$ cat src/hdl/tccu_pkg.sv
// Constants, register map and bus carrier type for the timer capture/compare unit.
package tccu_pkg;

  // ==========================================================================
  // Register bus carrier
  // ==========================================================================
  localparam int unsigned TCCU_AW = 8;
  localparam int unsigned TCCU_DW = 8;

  typedef struct packed {
    logic [TCCU_AW-1:0] addr;
    logic [TCCU_DW-1:0] wdata;
    logic               wr;
    logic               rd;
  } tccu_bus_req_t;

  // ==========================================================================
  // Register offsets
  // ==========================================================================
  localparam logic [7:0] TCCU_OFF_CTRL     = 8'hEA;
  localparam logic [7:0] TCCU_OFF_EDGE_SEL = 8'hEB;
  localparam logic [7:0] TCCU_OFF_FLAGS    = 8'hC8;
  localparam logic [7:0] TCCU_OFF_SET_EN   = 8'hEE;
  localparam logic [7:0] TCCU_OFF_CLR_TGL  = 8'hEF;
  localparam logic [7:0] TCCU_OFF_CNT_LO   = 8'hE8;
  localparam logic [7:0] TCCU_OFF_CNT_HI   = 8'hE9;
  localparam logic [7:0] TCCU_OFF_PORT4    = 8'hC0;
  localparam logic [7:0] TCCU_OFF_CAP_BASE = 8'hA0;
  localparam logic [7:0] TCCU_OFF_CMP_BASE = 8'hB0;

  // ==========================================================================
  // Control register fields
  // ==========================================================================
  localparam int unsigned CTL_FULL_IRQ_EN = 7;
  localparam int unsigned CTL_BYTE_IRQ_EN = 6;
  localparam int unsigned CTL_EXT_RST_EN  = 5;
  localparam int unsigned CTL_BYTE_OV     = 4;
  localparam int unsigned CTL_PRESC_HI    = 3;
  localparam int unsigned CTL_PRESC_LO    = 2;
  localparam int unsigned CTL_SRC_HI      = 1;
  localparam int unsigned CTL_SRC_LO      = 0;

  localparam logic [1:0] SRC_HALT  = 2'h0;
  localparam logic [1:0] SRC_DIV12 = 2'h1;
  localparam logic [1:0] SRC_TEST  = 2'h2;
  localparam logic [1:0] SRC_PIN   = 2'h3;

  // ==========================================================================
  // Flag register fields and port bit groups
  // ==========================================================================
  localparam int unsigned FLG_FULL_OV = 7;
  localparam int unsigned FLG_CMP_LO  = 4;
  localparam int unsigned FLG_CAP_LO  = 0;
  localparam int unsigned PORT_SC_HI  = 5;
  localparam int unsigned PORT_TG_LO  = 6;

  // ==========================================================================
  // Reset values and timing
  // ==========================================================================
  localparam logic [7:0]  TCCU_REG_RST   = 8'h00;
  localparam logic [7:0]  TCCU_PORT4_RST = 8'hFF;
  localparam logic [15:0] TCCU_CNT_RST   = 16'h0000;
  localparam int unsigned SYS_DIV_RATIO  = 12;

endpackage : tccu_pkg

$ cat src/hdl/tccu_pin_sync.sv
// Two-stage synchroniser with edge detection for one external pin.
`timescale 1ns/1ns
module tccu_pin_sync (
  // Clock and reset
  input  wire logic clock,
  input  wire logic rstn,
  // Pin and detected edges
  input  wire logic pin_in,
  output logic      rise,
  output logic      fall
);

  logic meta_r;
  logic sync_r;
  logic prev_r;

  // ==========================================================================
  // Synchroniser
  // ==========================================================================
  always_ff @(posedge clock or negedge rstn) begin
    if (!rstn) begin
      meta_r <= 1'b0;
      sync_r <= 1'b0;
      prev_r <= 1'b0;
    end else begin
      meta_r <= pin_in;
      sync_r <= meta_r;
      prev_r <= sync_r;
    end
  end

  assign rise = sync_r & ~prev_r;
  assign fall = ~sync_r & prev_r;

endmodule : tccu_pin_sync

$ cat src/hdl/tccu_top.sv
// Timer/counter with prescaler, four capture registers and three compare channels.
// What this block does
// - Prescaler divides by 1, 2, 4 or 8 from a two-bit select.
// - Mode field: halt, system clock over twelve, test, or external pin.
// - Prescaler advances on a rising edge of the chosen source.
// - Prescaler clears on select change, source change or timer reset.
// - Counter has no load path; clears on reset or enabled external edge.
// - Counter bytes are read live with no snapshot.
// - Idle mode holds counter and prescaler reset and halted.
// - Enabled edge on a capture input copies the counter and flags it.
// - Edge select bit 2n enables rising, bit 2n+1 falling edges.
// - Input with no edge enabled never captures or flags.
// - Three compare registers are matched on each counter change and raise flags.
// - Set match drives bits 0-5 high, clear low, toggle inverts 6-7.
// - Simultaneous set and clear matches clear bits 0 to 5.
// - Compare registers clear to zero on reset.
// - Software port access does not disturb compare actions.
// - Byte and full overflows share one request, each separately enabled.
// - All flags hold until software clears them.
// - Per-bit set enables gate the set action on bits 0 to 5.
// - Per-bit enables gate clearing on bits 0-5 and toggling on 6-7.
// - Two read-only bits show the current level of port bits 6-7.
// - Flag register: overflow bit 7, compares 6-4, captures 3-0.
`timescale 1ns/1ns
module tccu_top #(
  parameter int unsigned NUM_CAP = 4,
  parameter int unsigned NUM_CMP = 3
) (
  // Clock and reset
  input  wire logic                  clock,
  input  wire logic                  rstn,
  // Register port
  input  wire tccu_pkg::tccu_bus_req_t bus_req,
  output logic [7:0]                 rd_data_r,
  // Processor state
  input  wire logic                  idle_mode,
  // External pins
  input  wire logic                  ext_count_clock,
  input  wire logic                  ext_timer_reset_input,
  input  wire logic                  capture_input_zero,
  input  wire logic                  capture_input_one,
  input  wire logic                  capture_input_two,
  input  wire logic                  capture_input_three,
  // Outputs
  output logic [7:0]                 port4_out_r,
  output logic [7:0]                 timer_irq_flag_reg_r,
  output logic                       overflow_irq_r
);
  import tccu_pkg::*;

  // ==========================================================================
  // Declarations
  // ==========================================================================
  localparam logic [3:0] DIV12_LAST = 4'(SYS_DIV_RATIO - 1);

  logic [7:0]  timer_two_control_r;
  logic [7:0]  capture_edge_select_r;
  logic [5:0]  port_set_enable_r;
  logic [7:0]  port_clear_toggle_enable_r;
  logic [15:0] capture_timer_counter_r;
  logic [15:0] capture_reg_r [NUM_CAP];
  logic [15:0] compare_reg_r [NUM_CMP];
  logic [3:0]  div12_r;
  logic [2:0]  presc_r;
  logic [3:0]  cfg_prev_r;

  logic [NUM_CAP-1:0] cap_pin;
  logic [NUM_CAP-1:0] cap_rise;
  logic [NUM_CAP-1:0] cap_fall;
  logic [NUM_CAP-1:0] cap_hit;
  logic [NUM_CMP-1:0] cmp_hit;
  logic               clk_pin_rise;
  logic               rst_pin_rise;

  logic [1:0]  src_sel;
  logic [1:0]  presc_sel;
  logic [2:0]  presc_limit;
  logic        src_tick;
  logic        timer_clear;
  logic        presc_clear;
  logic        cnt_tick;
  logic [15:0] cnt_nxt;
  logic        cnt_changed;
  logic        byte_ov;
  logic        full_ov;
  logic [7:0]  ctrl_nxt;
  logic [7:0]  flags_nxt;
  logic [7:0]  port4_base;
  logic [7:0]  port4_nxt;
  logic [5:0]  set_mask;
  logic [5:0]  clr_mask;
  logic [1:0]  tgl_mask;
  logic [7:0]  rd_mux;

  // ==========================================================================
  // Pin synchronisers
  // ==========================================================================
  assign cap_pin = {capture_input_three, capture_input_two,
                    capture_input_one, capture_input_zero};

  tccu_pin_sync u_clk_sync (
    .clock  (clock),
    .rstn   (rstn),
    .pin_in (ext_count_clock),
    .rise   (clk_pin_rise),
    .fall   ()
  );

  tccu_pin_sync u_rst_sync (
    .clock  (clock),
    .rstn   (rstn),
    .pin_in (ext_timer_reset_input),
    .rise   (rst_pin_rise),
    .fall   ()
  );

  for (genvar i = 0; i < NUM_CAP; i++) begin : g_cap_sync
    tccu_pin_sync u_cap_sync (
      .clock  (clock),
      .rstn   (rstn),
      .pin_in (cap_pin[i]),
      .rise   (cap_rise[i]),
      .fall   (cap_fall[i])
    );
    // Each input has its own rising and falling enable.
    assign cap_hit[i] = (capture_edge_select_r[2*i] & cap_rise[i])
                      | (capture_edge_select_r[2*i+1] & cap_fall[i]);
  end

  // ==========================================================================
  // Clock source and prescaler
  // ==========================================================================
  assign src_sel   = timer_two_control_r[CTL_SRC_HI:CTL_SRC_LO];
  assign presc_sel = timer_two_control_r[CTL_PRESC_HI:CTL_PRESC_LO];

  always_ff @(posedge clock or negedge rstn) begin
    if (!rstn) begin
      div12_r <= 4'h0;
    end else if (div12_r == DIV12_LAST) begin
      div12_r <= 4'h0;
    end else begin
      div12_r <= div12_r + 4'h1;
    end
  end

  // The test mode is treated as halted.
  always_comb begin
    unique case (src_sel)
      SRC_HALT:  src_tick = 1'b0;
      SRC_DIV12: src_tick = (div12_r == DIV12_LAST);
      SRC_TEST:  src_tick = 1'b0;
      SRC_PIN:   src_tick = clk_pin_rise;
    endcase
  end

  assign presc_limit = 3'((4'h1 << presc_sel) - 4'h1);
  assign timer_clear = idle_mode
                     | (timer_two_control_r[CTL_EXT_RST_EN] & rst_pin_rise);
  assign presc_clear = timer_clear
                     | (cfg_prev_r != timer_two_control_r[CTL_PRESC_HI:CTL_SRC_LO]);
  assign cnt_tick    = src_tick & ~presc_clear & (presc_r == presc_limit);

  always_ff @(posedge clock or negedge rstn) begin
    if (!rstn) begin
      cfg_prev_r <= 4'h0;
    end else begin
      cfg_prev_r <= timer_two_control_r[CTL_PRESC_HI:CTL_SRC_LO];
    end
  end

  always_ff @(posedge clock or negedge rstn) begin
    if (!rstn) begin
      presc_r <= 3'h0;
    end else if (presc_clear) begin
      presc_r <= 3'h0;
    end else if (src_tick) begin
      presc_r <= (presc_r == presc_limit) ? 3'h0 : presc_r + 3'h1;
    end
  end

  // ==========================================================================
  // Counter
  // ==========================================================================
  // The counter has no software load path.
  always_comb begin
    if (timer_clear) begin
      cnt_nxt = TCCU_CNT_RST;
    end else if (cnt_tick) begin
      cnt_nxt = capture_timer_counter_r + 16'h0001;
    end else begin
      cnt_nxt = capture_timer_counter_r;
    end
  end

  assign cnt_changed = (cnt_nxt != capture_timer_counter_r);
  assign byte_ov     = cnt_tick & ~timer_clear & (&capture_timer_counter_r[7:0]);
  assign full_ov     = cnt_tick & ~timer_clear & (&capture_timer_counter_r);

  always_ff @(posedge clock or negedge rstn) begin
    if (!rstn) begin
      capture_timer_counter_r <= TCCU_CNT_RST;
    end else begin
      capture_timer_counter_r <= cnt_nxt;
    end
  end

  // ==========================================================================
  // Capture and compare registers
  // ==========================================================================
  for (genvar i = 0; i < NUM_CAP; i++) begin : g_cap
    always_ff @(posedge clock or negedge rstn) begin
      if (!rstn) begin
        capture_reg_r[i] <= TCCU_CNT_RST;
      end else if (cap_hit[i]) begin
        capture_reg_r[i] <= capture_timer_counter_r;
      end
    end
  end

  for (genvar i = 0; i < NUM_CMP; i++) begin : g_cmp
    always_ff @(posedge clock or negedge rstn) begin
      if (!rstn) begin
        compare_reg_r[i] <= TCCU_CNT_RST;
      end else if (bus_req.wr && bus_req.addr == TCCU_OFF_CMP_BASE + 8'(2*i)) begin
        compare_reg_r[i][7:0] <= bus_req.wdata;
      end else if (bus_req.wr && bus_req.addr == TCCU_OFF_CMP_BASE + 8'(2*i+1)) begin
        compare_reg_r[i][15:8] <= bus_req.wdata;
      end
    end
    // Fires only when the counter moves onto the compare value.
    assign cmp_hit[i] = cnt_changed & (cnt_nxt == compare_reg_r[i]);
  end

  // ==========================================================================
  // Control, edge select and enable registers
  // ==========================================================================
  always_comb begin
    ctrl_nxt = (bus_req.wr && bus_req.addr == TCCU_OFF_CTRL) ? bus_req.wdata
                                                              : timer_two_control_r;
    // A new overflow wins over a clear written in the same cycle.
    ctrl_nxt[CTL_BYTE_OV] = ctrl_nxt[CTL_BYTE_OV] | byte_ov;
  end

  always_ff @(posedge clock or negedge rstn) begin
    if (!rstn) begin
      timer_two_control_r <= TCCU_REG_RST;
    end else begin
      timer_two_control_r <= ctrl_nxt;
    end
  end

  always_ff @(posedge clock or negedge rstn) begin
    if (!rstn) begin
      capture_edge_select_r <= TCCU_REG_RST;
    end else if (bus_req.wr && bus_req.addr == TCCU_OFF_EDGE_SEL) begin
      capture_edge_select_r <= bus_req.wdata;
    end
  end

  always_ff @(posedge clock or negedge rstn) begin
    if (!rstn) begin
      port_set_enable_r <= TCCU_REG_RST[PORT_SC_HI:0];
    end else if (bus_req.wr && bus_req.addr == TCCU_OFF_SET_EN) begin
      port_set_enable_r <= bus_req.wdata[PORT_SC_HI:0];
    end
  end

  always_ff @(posedge clock or negedge rstn) begin
    if (!rstn) begin
      port_clear_toggle_enable_r <= TCCU_REG_RST;
    end else if (bus_req.wr && bus_req.addr == TCCU_OFF_CLR_TGL) begin
      port_clear_toggle_enable_r <= bus_req.wdata;
    end
  end

  // ==========================================================================
  // Flag register and overflow request
  // ==========================================================================
  always_comb begin
    flags_nxt = (bus_req.wr && bus_req.addr == TCCU_OFF_FLAGS) ? bus_req.wdata
                                                                : timer_irq_flag_reg_r;
    flags_nxt[FLG_FULL_OV] = flags_nxt[FLG_FULL_OV] | full_ov;
    flags_nxt[FLG_CMP_LO +: NUM_CMP] = flags_nxt[FLG_CMP_LO +: NUM_CMP] | cmp_hit;
    flags_nxt[FLG_CAP_LO +: NUM_CAP] = flags_nxt[FLG_CAP_LO +: NUM_CAP] | cap_hit;
  end

  always_ff @(posedge clock or negedge rstn) begin
    if (!rstn) begin
      timer_irq_flag_reg_r <= TCCU_REG_RST;
    end else begin
      timer_irq_flag_reg_r <= flags_nxt;
    end
  end

  always_ff @(posedge clock or negedge rstn) begin
    if (!rstn) begin
      overflow_irq_r <= 1'b0;
    end else begin
      overflow_irq_r <= (ctrl_nxt[CTL_BYTE_OV] & ctrl_nxt[CTL_BYTE_IRQ_EN])
                      | (flags_nxt[FLG_FULL_OV] & ctrl_nxt[CTL_FULL_IRQ_EN]);
    end
  end

  // ==========================================================================
  // Port outputs
  // ==========================================================================
  // Match actions are applied on top of any software write in the same cycle.
  assign port4_base = (bus_req.wr && bus_req.addr == TCCU_OFF_PORT4) ? bus_req.wdata
                                                                      : port4_out_r;
  assign set_mask = cmp_hit[0] ? port_set_enable_r : 6'h00;
  assign clr_mask = cmp_hit[1] ? port_clear_toggle_enable_r[PORT_SC_HI:0] : 6'h00;
  assign tgl_mask = cmp_hit[2] ? port_clear_toggle_enable_r[7:PORT_TG_LO] : 2'h0;

  always_comb begin
    port4_nxt = port4_base;
    port4_nxt[PORT_SC_HI:0] = (port4_base[PORT_SC_HI:0] | set_mask) & ~clr_mask;
    port4_nxt[7:PORT_TG_LO] = port4_base[7:PORT_TG_LO] ^ tgl_mask;
  end

  always_ff @(posedge clock or negedge rstn) begin
    if (!rstn) begin
      port4_out_r <= TCCU_PORT4_RST;
    end else begin
      port4_out_r <= port4_nxt;
    end
  end

  // ==========================================================================
  // Read path
  // ==========================================================================
  always_comb begin
    rd_mux = 8'h00;
    case (bus_req.addr)
      TCCU_OFF_CTRL:     rd_mux = timer_two_control_r;
      TCCU_OFF_EDGE_SEL: rd_mux = capture_edge_select_r;
      TCCU_OFF_FLAGS:    rd_mux = timer_irq_flag_reg_r;
      // The upper two bits show the current level of port bits 6-7.
      TCCU_OFF_SET_EN:   rd_mux = {port4_out_r[7:PORT_TG_LO], port_set_enable_r};
      TCCU_OFF_CLR_TGL:  rd_mux = port_clear_toggle_enable_r;
      TCCU_OFF_CNT_LO:   rd_mux = capture_timer_counter_r[7:0];
      TCCU_OFF_CNT_HI:   rd_mux = capture_timer_counter_r[15:8];
      TCCU_OFF_PORT4:    rd_mux = port4_out_r;
      default:           rd_mux = 8'h00;
    endcase
    for (int i = 0; i < NUM_CAP; i++) begin
      if (bus_req.addr == TCCU_OFF_CAP_BASE + 8'(2*i)) begin
        rd_mux = capture_reg_r[i][7:0];
      end
      if (bus_req.addr == TCCU_OFF_CAP_BASE + 8'(2*i+1)) begin
        rd_mux = capture_reg_r[i][15:8];
      end
    end
    for (int i = 0; i < NUM_CMP; i++) begin
      if (bus_req.addr == TCCU_OFF_CMP_BASE + 8'(2*i)) begin
        rd_mux = compare_reg_r[i][7:0];
      end
      if (bus_req.addr == TCCU_OFF_CMP_BASE + 8'(2*i+1)) begin
        rd_mux = compare_reg_r[i][15:8];
      end
    end
  end

  // Read data stand for exactly one cycle after the read strobe.
  always_ff @(posedge clock or negedge rstn) begin
    if (!rstn) begin
      rd_data_r <= 8'h00;
    end else begin
      rd_data_r <= bus_req.rd ? rd_mux : 8'h00;
    end
  end

endmodule : tccu_top

$ cat config.mk
export PLATFORM = sky130hd
export DESIGN_NAME = tccu_top
export DESIGN_NICKNAME = d
export VERILOG_FILES = /design/src/hdl/tccu_pkg.sv /design/src/hdl/tccu_pin_sync.sv /design/src/hdl/tccu_top.sv
export SDC_FILE = /design/constraint.sdc
export NUM_CORES = 1
export LEC_CHECK = 0
export ABC_AREA = 1
export BUFFER_PORTS_ARGS = -buffer_cell sky130_fd_sc_hd__buf_2
export CORE_MARGIN = 3
export CORE_UTILIZATION = 30
export CTS_CLUSTER_SIZE = 25
export DETAILED_ROUTE_END_ITERATION = 7
export HOLD_SLACK_MARGIN = 0.05
export PLACE_DENSITY = 0.57
export SLEW_MARGIN = 20
export SYNTH_ARGS = -nofsm -noshare
export SYNTH_HDL_FRONTEND = slang
export SYNTH_SLANG_ARGS = --single-unit
export TNS_END_PERCENT = 10
$ cat constraint.sdc
create_clock -name clock -period 2.79 [get_ports clock]
set_input_delay 0.279 -clock clock [delete_from_list [all_inputs] [get_ports clock]]
set_output_delay 0.279 -clock clock [all_outputs]
set_load 0.01 [all_outputs]
Yosys cells after proc, flatten, opt, wreduce, memory -nomap -nowiden
Index checks and enable logic that the tools add are counted.
{ "classes": {"add_sub_neg": 4, "n_eq_ne": 32, "shift": 1, "mux": 29, "bitwise": 59, "n_reduce_logical": 20} }
{ "ops": {"columns": ["operator", "count"], "rows": [
  ["equality test 8 bit, second input constant", 22],
  ["2-to-1 mux 8 bit", 18],
  ["one-hot mux 8 bit (8 select lines)", 1],
  ["equality test 16 bit", 3],
  ["2-to-1 mux 16 bit", 2],
  ["AND 1 bit", 29],
  ["adder 16 x 1 -> 16 bit, second input constant", 1],
  ["inequality test 16 bit", 1],
  ["AND reduction 16 bit", 1],
  ["NOT 1 bit", 15],
  ["logical AND 1 bit", 12],
  ["2-to-1 mux 6 bit", 2],
  ["2-to-1 mux 3 bit", 3],
  ["OR 1 bit", 9],
  ["AND reduction 8 bit", 1],
  ["AND 6 bit", 1],
  ["NOT 6 bit", 1],
  ["OR 6 bit", 1],
  ["AND reduction 2 bit", 3],
  ["adder 4 x 1 -> 4 bit, second input constant", 1],
  ["equality test 2 bit, second input constant", 2],
  ["equality test 4 bit, second input constant", 1],
  ["2-to-1 mux 4 bit", 1],
  ["inequality test 4 bit", 1],
  ["other kinds (13)", 13]
]} }
{ "word_totals": {"reg_bits": 212, "input_bits": 27, "out_inout_bits": 25, "word_cells": 186} }

Longest topological paths before layout
Gate-level depths: netlist of run 1.
{ "logic_depth": {"ltp_word": 17, "mapped_depth": 20, "depth_no_buf": 19} }

Modules after synthesis
From an unflattened synthesis of run 1, not the netlist that was laid out.
{ "unflattened": {"hier_cells": 1512, "area_unflattened_um2": 11324.6} }
{ "modules_own_cells": {"columns": ["module", "instances", "cells_per_inst", "area_each_um2", "seq_area_each_um2"], "rows": [
  ["tccu_top", 1, 1470, 10784.1, 4864.7],
  ["tccu_pin_sync", 6, 7, 90.1, 75.1]
]} }

Least setup slack after synthesis of run 1
Ideal clock, no wire load.
{ "synth_path": {"path_kind": "flip-flop to flip-flop", "start": "register div12_r[0]", "end": "register port4_out_r[4]", "setup_ns": 0.073, "arrival_ns": 2.133, "required_time_ns": 2.717, "slack_ns": 0.584, "stages_incl_launch_ff": 14, "n_path_buf": 2, "synth_period_minus_slack_ns": 2.206, "path_cell_list": "dfrtp_1 -> ha_1 -> nand3_1 -> o21ai_2 -> nand3_2 -> nor2_8 -> buf_8 -> nand2_1 -> nand2_1 -> nand2_1 -> nand4_1 -> clkbuf_1 -> nand4_1 -> a21oi_1"} }
{ "synth_via": {"elab_chain_len": 11, "word_cells_on_any_way": 16, "classes_between": "eq/ne: 4; mux: 5; bitwise: 7"} }
{ "synth_rtl": {"columns": ["item", "line_no", "source"], "rows": [
  ["start, declared", "tccu_top.sv:63", "logic [3:0] div12_r;"],
  ["start signal, assigned", "tccu_top.sv:142", "div12_r <= div12_r + 4'h1;"],
  ["equality test 4 bit *", "tccu_top.sv:150", "SRC_DIV12: src_tick = (div12_r == DIV12_LAST);"],
  ["one-hot mux 1 bit (3 select lines) *", "tccu_top.sv:148", "unique case (src_sel)"],
  ["AND 1 bit * (2 in series)", "tccu_top.sv:161", "assign cnt_tick = src_tick & ~presc_clear & (presc_r == presc_limit);"],
  ["2-to-1 mux 16 bit *", "tccu_top.sv:188", "end else if (cnt_tick) begin"],
  ["2-to-1 mux 16 bit *", "tccu_top.sv:186", "if (timer_clear) begin"],
  ["inequality test 16 bit / equality test 16 bit (equally long branches)", "tccu_top.sv:195, tccu_top.sv:231", null],
  ["AND 1 bit", "tccu_top.sv:231", "assign cmp_hit[i] = cnt_changed & (cnt_nxt == compare_reg_r[i]);"],
  ["2-to-1 mux 6 bit (on tied branches)", "tccu_top.sv:310, tccu_top.sv:311", null],
  ["OR 6 bit / NOT 6 bit (equally long branches)", "tccu_top.sv:316", "port4_nxt[PORT_SC_HI:0] = (port4_base[PORT_SC_HI:0] | set_mask) & ~clr_mask;"],
  ["AND 6 bit *", "tccu_top.sv:316", null],
  ["named net port4_nxt[4]", "tccu_top.sv:89", "logic [7:0] port4_nxt;"],
  ["end signal, assigned", "tccu_top.sv:324", "port4_out_r <= port4_nxt;"],
  ["end, declared", "tccu_top.sv:45", "output logic [7:0] port4_out_r,"]
]} }
The timed path passes the listed nets; every way through them passes the cells marked *.
A chain may end at the register's enable or synchronous reset.

Worst setup path in the final report of run 1
{ "layout_path": {"start": "register div12_r[1]", "end": "register port4_out_r[1]"} }
Same word-level chain as after synthesis.

==> results of run 1 <==
## critical path, delay by kind of cell (launching register included)
kind | cells | cell delay (ns)
AO/OA/AOI/OAI | 2 | 0.36
adder cells (fa/ha/maj) | 1 | 0.16
buffers and inverters | 2 | 0.28
flip-flops | 1 | 0.39
AND/OR/NAND/NOR | 12 | 1.35
## repair_timing
item	4_1_cts	5_1_grt
pin swaps	2	8
gates resized for setup	1	23
hold buffers	12	0
setup endpoints to repair	1	11
setup buffers	4	4
hold endpoints to repair	72	0
## stage by stage
step           utilization [%]  cell area (um^2)  setup slack, ns  total power, mW
2_1_floorplan                -             11300            0.584             3.63
3_3_place_gp              34.3             12600           0.0807             3.96
3_5_place_dp              34.3             12600           0.0104             3.96
4_1_cts                   37.2             13700           0.0287             7.57
5_1_grt                   37.6             13800         -0.00698             7.82
6_report                  37.6             13800            0.164             7.53
## layout make-up
| type | count | area (um^2) |
|---|---|---|
| tap | 468 | 586 |
| fill | 3899 | 23000 |
| clock inverter | 15 | 195 |
| timing repair buffer | 149 | 1130 |
| inverter | 161 | 604 |
| multi-input combinational | 1110 | 5260 |
| sequential | 212 | 5320 |
| clock buffer | 33 | 717 |
## logic make-up (layout without fill, tap and decap cells)
group                      Yosys count  count (layout)  share of synthesized area (%)
AOI/OAI and AO/OA                  215             215                           10.2
adders and majority gates            3               3                          0.333
xor gates and xnor gates            19              19                           1.48
buffers and inverters              206             358                           7.12
and+or+nand+nor                    873             873                           33.7
DFF                                212             212                           47.2
## registers in the layout, summed over array words and instances (netlist names), 6 cells and up
register and flops:
timer_irq_flag_reg_r 8, timer_two_control_r 8, port_set_enable_r 6, capture_timer_counter_r 16, compare_reg_r 48, capture_edge_select_r 8
port4_out_r 8, port_clear_toggle_enable_r 8, rd_data_r 8, capture_reg_r 64
## path summary, 6_finish.rpt
check / end / slack [ns] / startpoint
worst max-delay path: port4_out_r[1] / 0.16 / div12_r[1]
worst min-delay path: capture_edge_select_r[6] / 0.06 / bus_req[8]
worst max register to register: port4_out_r[1] / 0.16 / div12_r[1]
worst min register to register: u_rst_sync.sync_r / 0.35 / u_rst_sync.meta_r
max in group asynchronous: compare_reg_r[4] / 1.65 / rstn
min in group asynchronous: capture_reg_r[3] / 0.30 / rstn
## layout by cell type, fill, tap and decap left out, types with 2 or more instances in the layout
cell type and count:
nand2_1 512, dfrtp_1 202, inv_1 156, o21ai_0 155, nor2_1 120, nand3_1 104, buf_4 77, buf_2 50
nand4_1 47, a21oi_1 28, clkbuf_16 26, nand2_2 24, nand3b_1 22, xor2_1 15, o21a_1 14, dlygate4sd3_1 12
nor3_1 11, nor2_2 10, buf_12 8, dfstp_2 8, o211ai_1 7, clkinv_2 7, a21oi_2 6, xnor2_1 4
inv_2 4, nand3_2 4, clkbuf_8 4, bufinv_16 4, or2_2 3, nor4_1 3, nor2_4 3, clkbuf_1 3
nand3_4 2, o221ai_1 2, nor4_2 2, nor3_2 2, ha_1 2, clkinvlp_4 2, dfrtp_2 2
## report_power, final
| group | total [mW] | leakage [nW] | switching, mW | internal [mW] |
|---|---|---|---|---|
| combinational | 0.660 | 3.52 | 0.446 | 0.214 |
| sequential | 3.29 | 2.76 | 0.108 | 3.18 |
| clock | 3.58 | 0.448 | 1.39 | 2.19 |
| total | 7.53 | 6.73 | 1.95 | 5.58 |
## routing by layer
layer	global-route usage (%)	vias to the layer above	wire [um]
met5	0	-	0
met4	5.22	0	1020
met3	3.42	68	3010
met2	31.3	377	17500
met1	28.7	5074	18000
li1	-	5194	-
==> reports/results.ini, run 1 <==
[status]
outcome=finished clean

[sta]
fin_hold_ws_ns=0.0601
min_period_over_period_pct=94.1
finalHoldViolations=0
slew-limit-headroom_pct=50.3
worstMarginPinSlew_ns=0.739
finalMaxSlewViolations=0
max_freq_mhz=381
finalSetupViolCount=0
finClkSkew_ns=0.0271
fin_crit_ns=2.63
fin_setup_tns_ns=0

[worst_setup_path]
max_stage_delay_ns=0.39
cp_cell_sequence=ha_4 -> nand3_2 -> o21ai_4 -> nand3_4 -> nor2_8 -> buf_6 -> nand2_1 -> nand2_2 -> nand2_2 -> buf_4 -> nand2_1 -> nand2_1 -> nor2_1 -> nand2_1 -> nor2_4 -> nand4_1 -> a21oi_2
crit_top_cell=nand2_1
start_kind=register
critPathRequiredTime_ns=3.27
critPathCaptureType=register
cp_slowest_cell=dfrtp_1
rr_worst_depth=17
worst-setup-path-type=register to register
cp_data_arrival_time_ns=3.11
cp_max_fo=7

[final_layout]
final_cells=2148
area_growth_syn_to_layout_pct=22.7
antennaDiodeCount=0
layout-drive-gt1-share_pct=15.3
final_nets=1690

[synth]
syn_inst=1528
synth.most_common_cell=nand2_1
syn_area_um2=11300
syn-num-nets=1558
yosysSeqAreaShare_pct=47.2
synth-edff-count=0
synth_common_cells=nand2_1 (515), dfrtp_1 (204), inv_1 (157)
avgSynthCellArea_um2=7.37
yosysUniqueCellTypes=38
yosys-top-cells-area=dfrtp_1 (45%), nand2_1 (17%), o21ai_0 (6.9%)
synth_ff_type=dfrtp_1
async_flop_share_pct=100
synth_top_area_cell=dfrtp_1
yosysWarningCount=0
ys_seq_elements=212
synth_top_area_share_pct=45.3

[clocking]
clk_pin_slew_ns=0.06
clk_latency_ns=0.55
cts_max_path_buffers=3
cts_inserted_buffers=26
clock_sinks=212
cts_max_level=1
cts_tree=done
cts_root_buf=clkbuf_16

[job]
max_cap_violations=0

[floorplan]
dieArea_um2=39900
fp.dieH_um=200
die_x_um=200
rows=70
coreArea_um2=36800
io-pin-count=52
initial_core_util_pct=30.6

[place]
dp_cells=2080
dpl.hpwl_um=29400
finalWeightedCongestion=0.887
port_buffers=51

[pwr]
powerDensity_nw_per_um2=545
ir_worst_vdd_mv=0.361
p_leak_nw=6.73

[global_route]
antenna_found_initial=0
grt_max_degree=66
track_usage_pct=19.9
grt_pass1_vias=10107
gr-total-overflow=0
grt_pass1_wl_um=60900

[detailed_routing]
initialDrtViolationCount=1175
drt-total-wl_um=39500
avgViaCountPerCell=4.99
wire_per_inst_um=18.4
via_count=10713
drc=0
detail-route-antenna-nets=0
detail_route.first_pass.iterations=6

[worst_hold_path]
hold_class=input port to register
hold_depth=3

(Power assumes the default switching activity.)
==> run 2: changes to the inputs <==
CORE_ASPECT_RATIO = 1.2   (was not set)
==> reports/results.ini, run 2 (synthesis gave the netlist of run 1 again) <==
[final_layout]
n_fill_cell=3954  ; +1.4%
layout-drive-gt1-share_pct=14.6  ; -0.66 points
regMostFlops=capture_reg_r
final_common_cell=nand2_1
area_growth_syn_to_layout_pct=21.2
reg.largest.list=capture_reg_r x64, compare_reg_r x48, capture_timer_counter_r x16
mostFrequentLayoutCells=nand2_1 (508), dfrtp_1 (200), inv_1 (155), o21ai_0 (155), nor2_1 (120)
final_nets=1672  ; -1.1%
antennaDiodeCount=0  ; unchanged
postLayoutCoreUtil_pct=36.9  ; -0.64 points
final_cells=2134  ; -0.65%
finalInstanceArea_um2=13700  ; -1.1%
largest_reg_flops=64  ; unchanged

[detailed_routing]
detail-route-antenna-nets=0  ; unchanged
avgViaCountPerCell=4.91  ; -1.5%
wire_per_inst_um=18.2  ; -1.1%
initialDrtViolationCount=810  ; -31%
detail_route.first_pass.iterations=5  ; -1
via_count=10484  ; -2.1%
drc=0  ; unchanged
drt-total-wl_um=38800  ; -1.7%

[status]
outcome=finished clean

[worst_setup_path]
r2r_slack_ns=0.13  ; -0.03 ns
critical_path.top_delay_family=simple AND/OR/NAND/NOR gates
cp_slowest_cell=dfrtp_1
r2r_end=port4_out_r[0]
worst-setup-path-type=register to register
cp_max_fo=7  ; unchanged
cp_cell_sequence=ha_4 -> nand3_4 -> o21ai_4 -> nand3_4 -> nor2_8 -> buf_12 -> nand2_4 -> nand2_4 -> nand2_2 -> buf_6 -> nand2_1 -> nand2_1 -> nor2_2 -> nand2_2 -> nor2_4 -> nand4_1 -> a21oi_1
crit_buf_inv=2  ; unchanged
critPathRequiredTime_ns=3.24  ; -0.03 ns
path_depth=17  ; unchanged
cp_data_arrival_time_ns=3.11  ; about the same
start_kind=register
critPathCaptureType=register
rr_worst_depth=17  ; unchanged
max_stage_delay_ns=0.40  ; about the same
r2r-start=div12_r[0]

[global_route]
gr-total-overflow=0  ; unchanged
antenna_found_initial=0  ; unchanged
track_usage_pct=19.2  ; -0.71 points
grt_pass1_vias=10079  ; -0.28%
grt_pass1_wl_um=59700  ; -2.1%
grt_max_degree=86  ; +30%

[worst_hold_path]
hp-start=bus_req[8]
min_to=capture_edge_select_r[6]
hold_depth=3  ; unchanged
hold_class=input port to register

[sta]
finalSetupViolCount=0  ; unchanged
finalMaxSlewViolations=0  ; unchanged
finalHoldViolations=0  ; unchanged
finClkSkew_ns=0.0219  ; -0.00518 ns
fin_ws_ns=0.130  ; -0.0339 ns
rsz0062_at_grt=yes
min_period_over_period_pct=95.3  ; +1.2 points
fin_crit_ns=2.66  ; +0.0339 ns
max_freq_mhz=376  ; -1.3%
worstMarginPinSlew_ns=0.681  ; -0.0580 ns
slew-limit-headroom_pct=54.6  ; +4.2 points

[clocking]
cts_root_buf=clkbuf_16
cts_max_path_buffers=3  ; unchanged
clk_pin_slew_ns=0.06  ; about the same
cts_max_level=1  ; unchanged
cts_tree=done
clock_sinks=212  ; unchanged
clk_latency_ns=0.53  ; -0.02 ns
cts_inserted_buffers=25  ; -3.8%

[floorplan]
die_x_um=183  ; -8.5%
dieArea_um2=39900  ; about the same
fp.dieH_um=218  ; +9.3%
rows=77  ; +10%
coreArea_um2=37000  ; +0.57%
io-pin-count=52  ; unchanged
initial_core_util_pct=30.5  ; -0.17 points

[job]
max_cap_violations=0  ; unchanged

[pwr]
ir_worst_vdd_mv=0.350  ; -3.2%
power_mw=7.29  ; -3.2%
p_leak_nw=6.63  ; -1.5%
powerDensity_nw_per_um2=534  ; -2.1%

[place]
placed_area_um2=12500  ; -1.3%
finalWeightedCongestion=0.969  ; +9.3%
dpl.hpwl_um=29200  ; -0.79%
port_buffers=51  ; unchanged
pre_cts_slack_ns=-0.0982  ; -0.109 ns
dp_cells=2068  ; -0.58%

## run 2: cell count changes in the layout (fill, tap and decap cells not counted), moves of 3 or more
cell      delta
clkinv_2     -4
buf_12       -3
buf_4       -15
nand2_1      -4
clkbuf_1     +5
nand2_2      +3
## run 2: area by class of cell
type / instances / area, um^2 / share of cell area, %
sequential: 212 / 5320 / 38.9
multi-input combinational: 1110 / 5310 / 38.9
timing repair buffer: 132 / 987 / 7.23
clock buffer: 38 / 724 / 5.30
inverter: 161 / 607 / 4.44
tap: 474 / 593 / 4.34
clock inverter: 7 / 114 / 0.834
## run 2: per-stage QoR
| stage | TNS [ns] | hold WS [ns] |
|---|---|---|
| after floorplan | 0 | -0.0166 |
| after CTS | 0 | 0.0513 |
| after global placement | 0 | 0.332 |
| final | 0 | 0.0743 |
| after detailed placement | -0.543 | 0.336 |
| after global routing | -0.0269 | 0.0901 |
## run 2: layer usage
metal  vias up  share of wire (%)  track usage (%)
li1       5143                  -                -
met1      4956                 44             25.5
met2       315                 48             32.9
met3        70                4.9             1.75
met4         0                3.7             6.50
met5         -                  0                0
## run 2: tightest hold or removal path: stages
cell and delay [ns]:
buf_2 0.15, nand2_1 0.07, o21ai_0 0.06
## run 2: timing repair
item                                    in CTS  in global routing
hold endpoints to repair                    96                  0
endpoints found under the setup margin       8                 11
setup buffers                                2                  6
pin swaps                                    1                 14
hold buffers                                12                  0
cloned                                       0                  1
gates resized for setup                      2                 36
## run 2: where the power goes
group | total, mW | switching [mW] | leakage (nW) | internal, mW
logic | 0.638 | 0.442 | 3.46 | 0.196
registers | 3.29 | 0.109 | 2.76 | 3.18
clock network | 3.36 | 1.30 | 0.412 | 2.06
## run 2: worst max path at each step
stage                     endpoint  startpoint
global route        port4_out_r[2]  div12_r[0]
finish              port4_out_r[0]  div12_r[0]
global placement    port4_out_r[3]  div12_r[0]
detailed placement  port4_out_r[0]  div12_r[0]
floorplan           port4_out_r[4]  div12_r[0]
CTS                 port4_out_r[0]  div12_r[0]
==> run 3: changes to the inputs <==
CTS_BUF_LIST = sky130_fd_sc_hd__clkbuf_8   (was not set)
PLACE_DENSITY = 0.58   (was 0.57)
SKIP_LAST_GASP = 1   (was not set)
clock period = 2.3 ns   (was 2.79 ns; I/O delays follow)
==> reports/results.ini, run 3 (synthesis gave the netlist of run 1 again) <==
[sta]
worstMarginPinSlew_ns=0.633  ; -0.0484 ns
slew-limit-headroom_pct=57.8  ; +3.2 points
finalSetupViolCount=11  ; +11
fin_ws_ns=-0.282  ; -0.412 ns
finalHoldViolations=0  ; unchanged
finClkSkew_ns=0.0398  ; +0.0179 ns
rsz0062_at_grt=yes
min_period_over_period_pct=112  ; +17 points
fin_crit_ns=2.58  ; -0.0776 ns
finalMaxSlewViolations=0  ; unchanged
max_freq_mhz=387  ; +3.0%

[global_route]
grt_pass1_vias=10813  ; +7.3%
track_usage_pct=20.0  ; +0.82 points
gr-total-overflow=0  ; unchanged
grt_max_degree=68  ; -21%
grt_pass1_wl_um=62000  ; +4.0%
antenna_found_initial=0  ; unchanged

[final_layout]
antennaDiodeCount=0  ; unchanged
area_growth_syn_to_layout_pct=29.6
regMostFlops=capture_reg_r
final_common_cell=nand2_1
layout-drive-gt1-share_pct=21.3  ; +6.6 points
mostFrequentLayoutCells=nand2_1 (501), dfrtp_1 (202), inv_1 (167), buf_4 (167), o21ai_0 (155)
postLayoutCoreUtil_pct=39.5  ; +2.5 points
largest_reg_flops=64  ; unchanged
reg.largest.list=capture_reg_r x64, compare_reg_r x48, capture_timer_counter_r x16
final_nets=1801  ; +7.7%

[pwr]
ir_worst_vdd_mv=0.377  ; +7.9%
p_leak_nw=7.24  ; +9.3%
powerDensity_nw_per_um2=604  ; +13%

[clocking]
cts_root_buf=clkbuf_8
clk_latency_ns=0.57  ; +0.04 ns
cts_tree=done
cts_inserted_buffers=41  ; +64%
cts_max_path_buffers=3  ; unchanged
clk_pin_slew_ns=0.06  ; about the same
cts_max_level=2  ; +1
clock_sinks=212  ; unchanged

[detailed_routing]
avgViaCountPerCell=4.87  ; -0.81%
wire_per_inst_um=17.4  ; -4.1%
detail-route-antenna-nets=0  ; unchanged
initialDrtViolationCount=805  ; -0.62%
drt-total-wl_um=39700  ; +2.2%
via_count=11086  ; +5.7%
detail_route.first_pass.iterations=5  ; unchanged
drc=0  ; unchanged

[status]
outcome=finished with violations
violations=negative setup slack

[floorplan]
io-pin-count=52  ; unchanged
coreArea_um2=37000  ; unchanged
die_x_um=183  ; unchanged
initial_core_util_pct=30.5  ; unchanged
rows=77  ; unchanged
fp.dieH_um=218  ; unchanged
dieArea_um2=39900  ; unchanged

[worst_hold_path]
hold_class=input port to async pin

[worst_setup_path]
cp_max_fo=7  ; unchanged
worst-setup-path-type=register to register
critPathRequiredTime_ns=2.77  ; -0.47 ns
critPathCaptureType=register
cp_data_arrival_time_ns=3.05  ; -0.06 ns
r2r_slack_ns=-0.28  ; -0.41 ns
start_kind=register

[place]
dpl.hpwl_um=29800  ; +2.2%
port_buffers=51  ; unchanged
finalWeightedCongestion=0.954  ; -1.6%
pre_cts_slack_ns=-0.531  ; -0.433 ns

[job]
max_cap_violations=0  ; unchanged

==> run 3: cell count changes in the layout (fill, tap and decap cells not counted), moves of 3 or more <==
cell / before / now
clkinvlp_4: 0 / 3
nand2_2: 27 / 36
clkbuf_8: 5 / 53
dlygate4sd3_1: 12 / 16
buf_4: 62 / 167
inv_1: 155 / 167
nand2_1: 508 / 501
buf_6: 1 / 4
clkbuf_16: 26 / 0
clkbuf_1: 8 / 0
==> run 3: power by group <==
part           total (mW)  internal [mW]  switching [mW]
registers            3.99           3.86           0.130
logic               0.863          0.307           0.556
clock network        3.97           2.29            1.68
==> run 3: timing repair <==
item | CTS | global route
hold endpoints to repair | 92 | 0
resized for setup | 29 | 23
pin swaps | 13 | 15
hold buffers | 16 | 0
buffers inserted | 8 | 2
setup endpoints to repair | 11 | 15
==> run 3: path summary, 6_finish.rpt <==
path	end	cells past startpoint	startpoint
worst max register to register	port4_out_r[4]	19	timer_two_control_r[3]
min in group clock	presc_r[1]	6	idle_mode
worst max-delay path	port4_out_r[4]	19	timer_two_control_r[3]
worst min-delay path	port_set_enable_r[1]	2	rstn
worst min register to register	g_cap_sync[2].u_cap_sync.sync_r	0	g_cap_sync[2].u_cap_sync.meta_r
max in group asynchronous	capture_reg_r[40]	3	rstn
==> run 3: per-stage QoR <==
step / hold slack (ns) / std cells / total power, mW / area (um^2) / setup TNS [ns]
floorplan: -0.0656 / 1528 / 4.40 / 11300 / 0
global placement: 0.233 / 2176 / 4.84 / 13300 / -5.02
detailed placement: 0.238 / 2176 / 4.85 / 13300 / -5.96
CTS: 0.221 / 2273 / 8.91 / 14500 / -2.65
global route: 0.255 / 2275 / 9.21 / 14600 / -4.66
finish: 0.238 / 2275 / 8.82 / 14600 / -2.57
==> run 3: critical path: stages, from the launching register on <==
cell     delay (ns)
dfrtp_2        0.46
inv_4          0.09
nand2_2        0.05
nand2_1        0.07
nand3_2        0.08
nor2_4         0.17
inv_4          0.06
nor2_8         0.17
buf_8          0.16
nand2_2        0.05
nand2_2        0.07
nand2_2        0.06
buf_6          0.13
nand2_1        0.04
nand2_1        0.05
nor2_1         0.08
nand2_1        0.09
nor2_4         0.24
nand4_1        0.17
a21oi_2        0.16
==> run 3: metal layers <==
layer / part of all wire [%] / wire length (um) / track usage, %
met1: 44 / 17400 / 26.3
met2: 48 / 19000 / 33.9
met3: 5.0 / 1970 / 2.61
met4: 3.1 / 1230 / 7.19
met5: 0 / 0 / 0
==> run 3: layout make-up <==
cell class | instances | area [um^2]
fillers | 3826 | 22400
flip-flops and latches | 212 | 5320
clock inverters | 20 | 143
clock buffers | 53 | 729
well taps | 474 | 593
repair buffers | 245 | 1860
multi-input cells | 1110 | 5350
inverters | 161 | 609
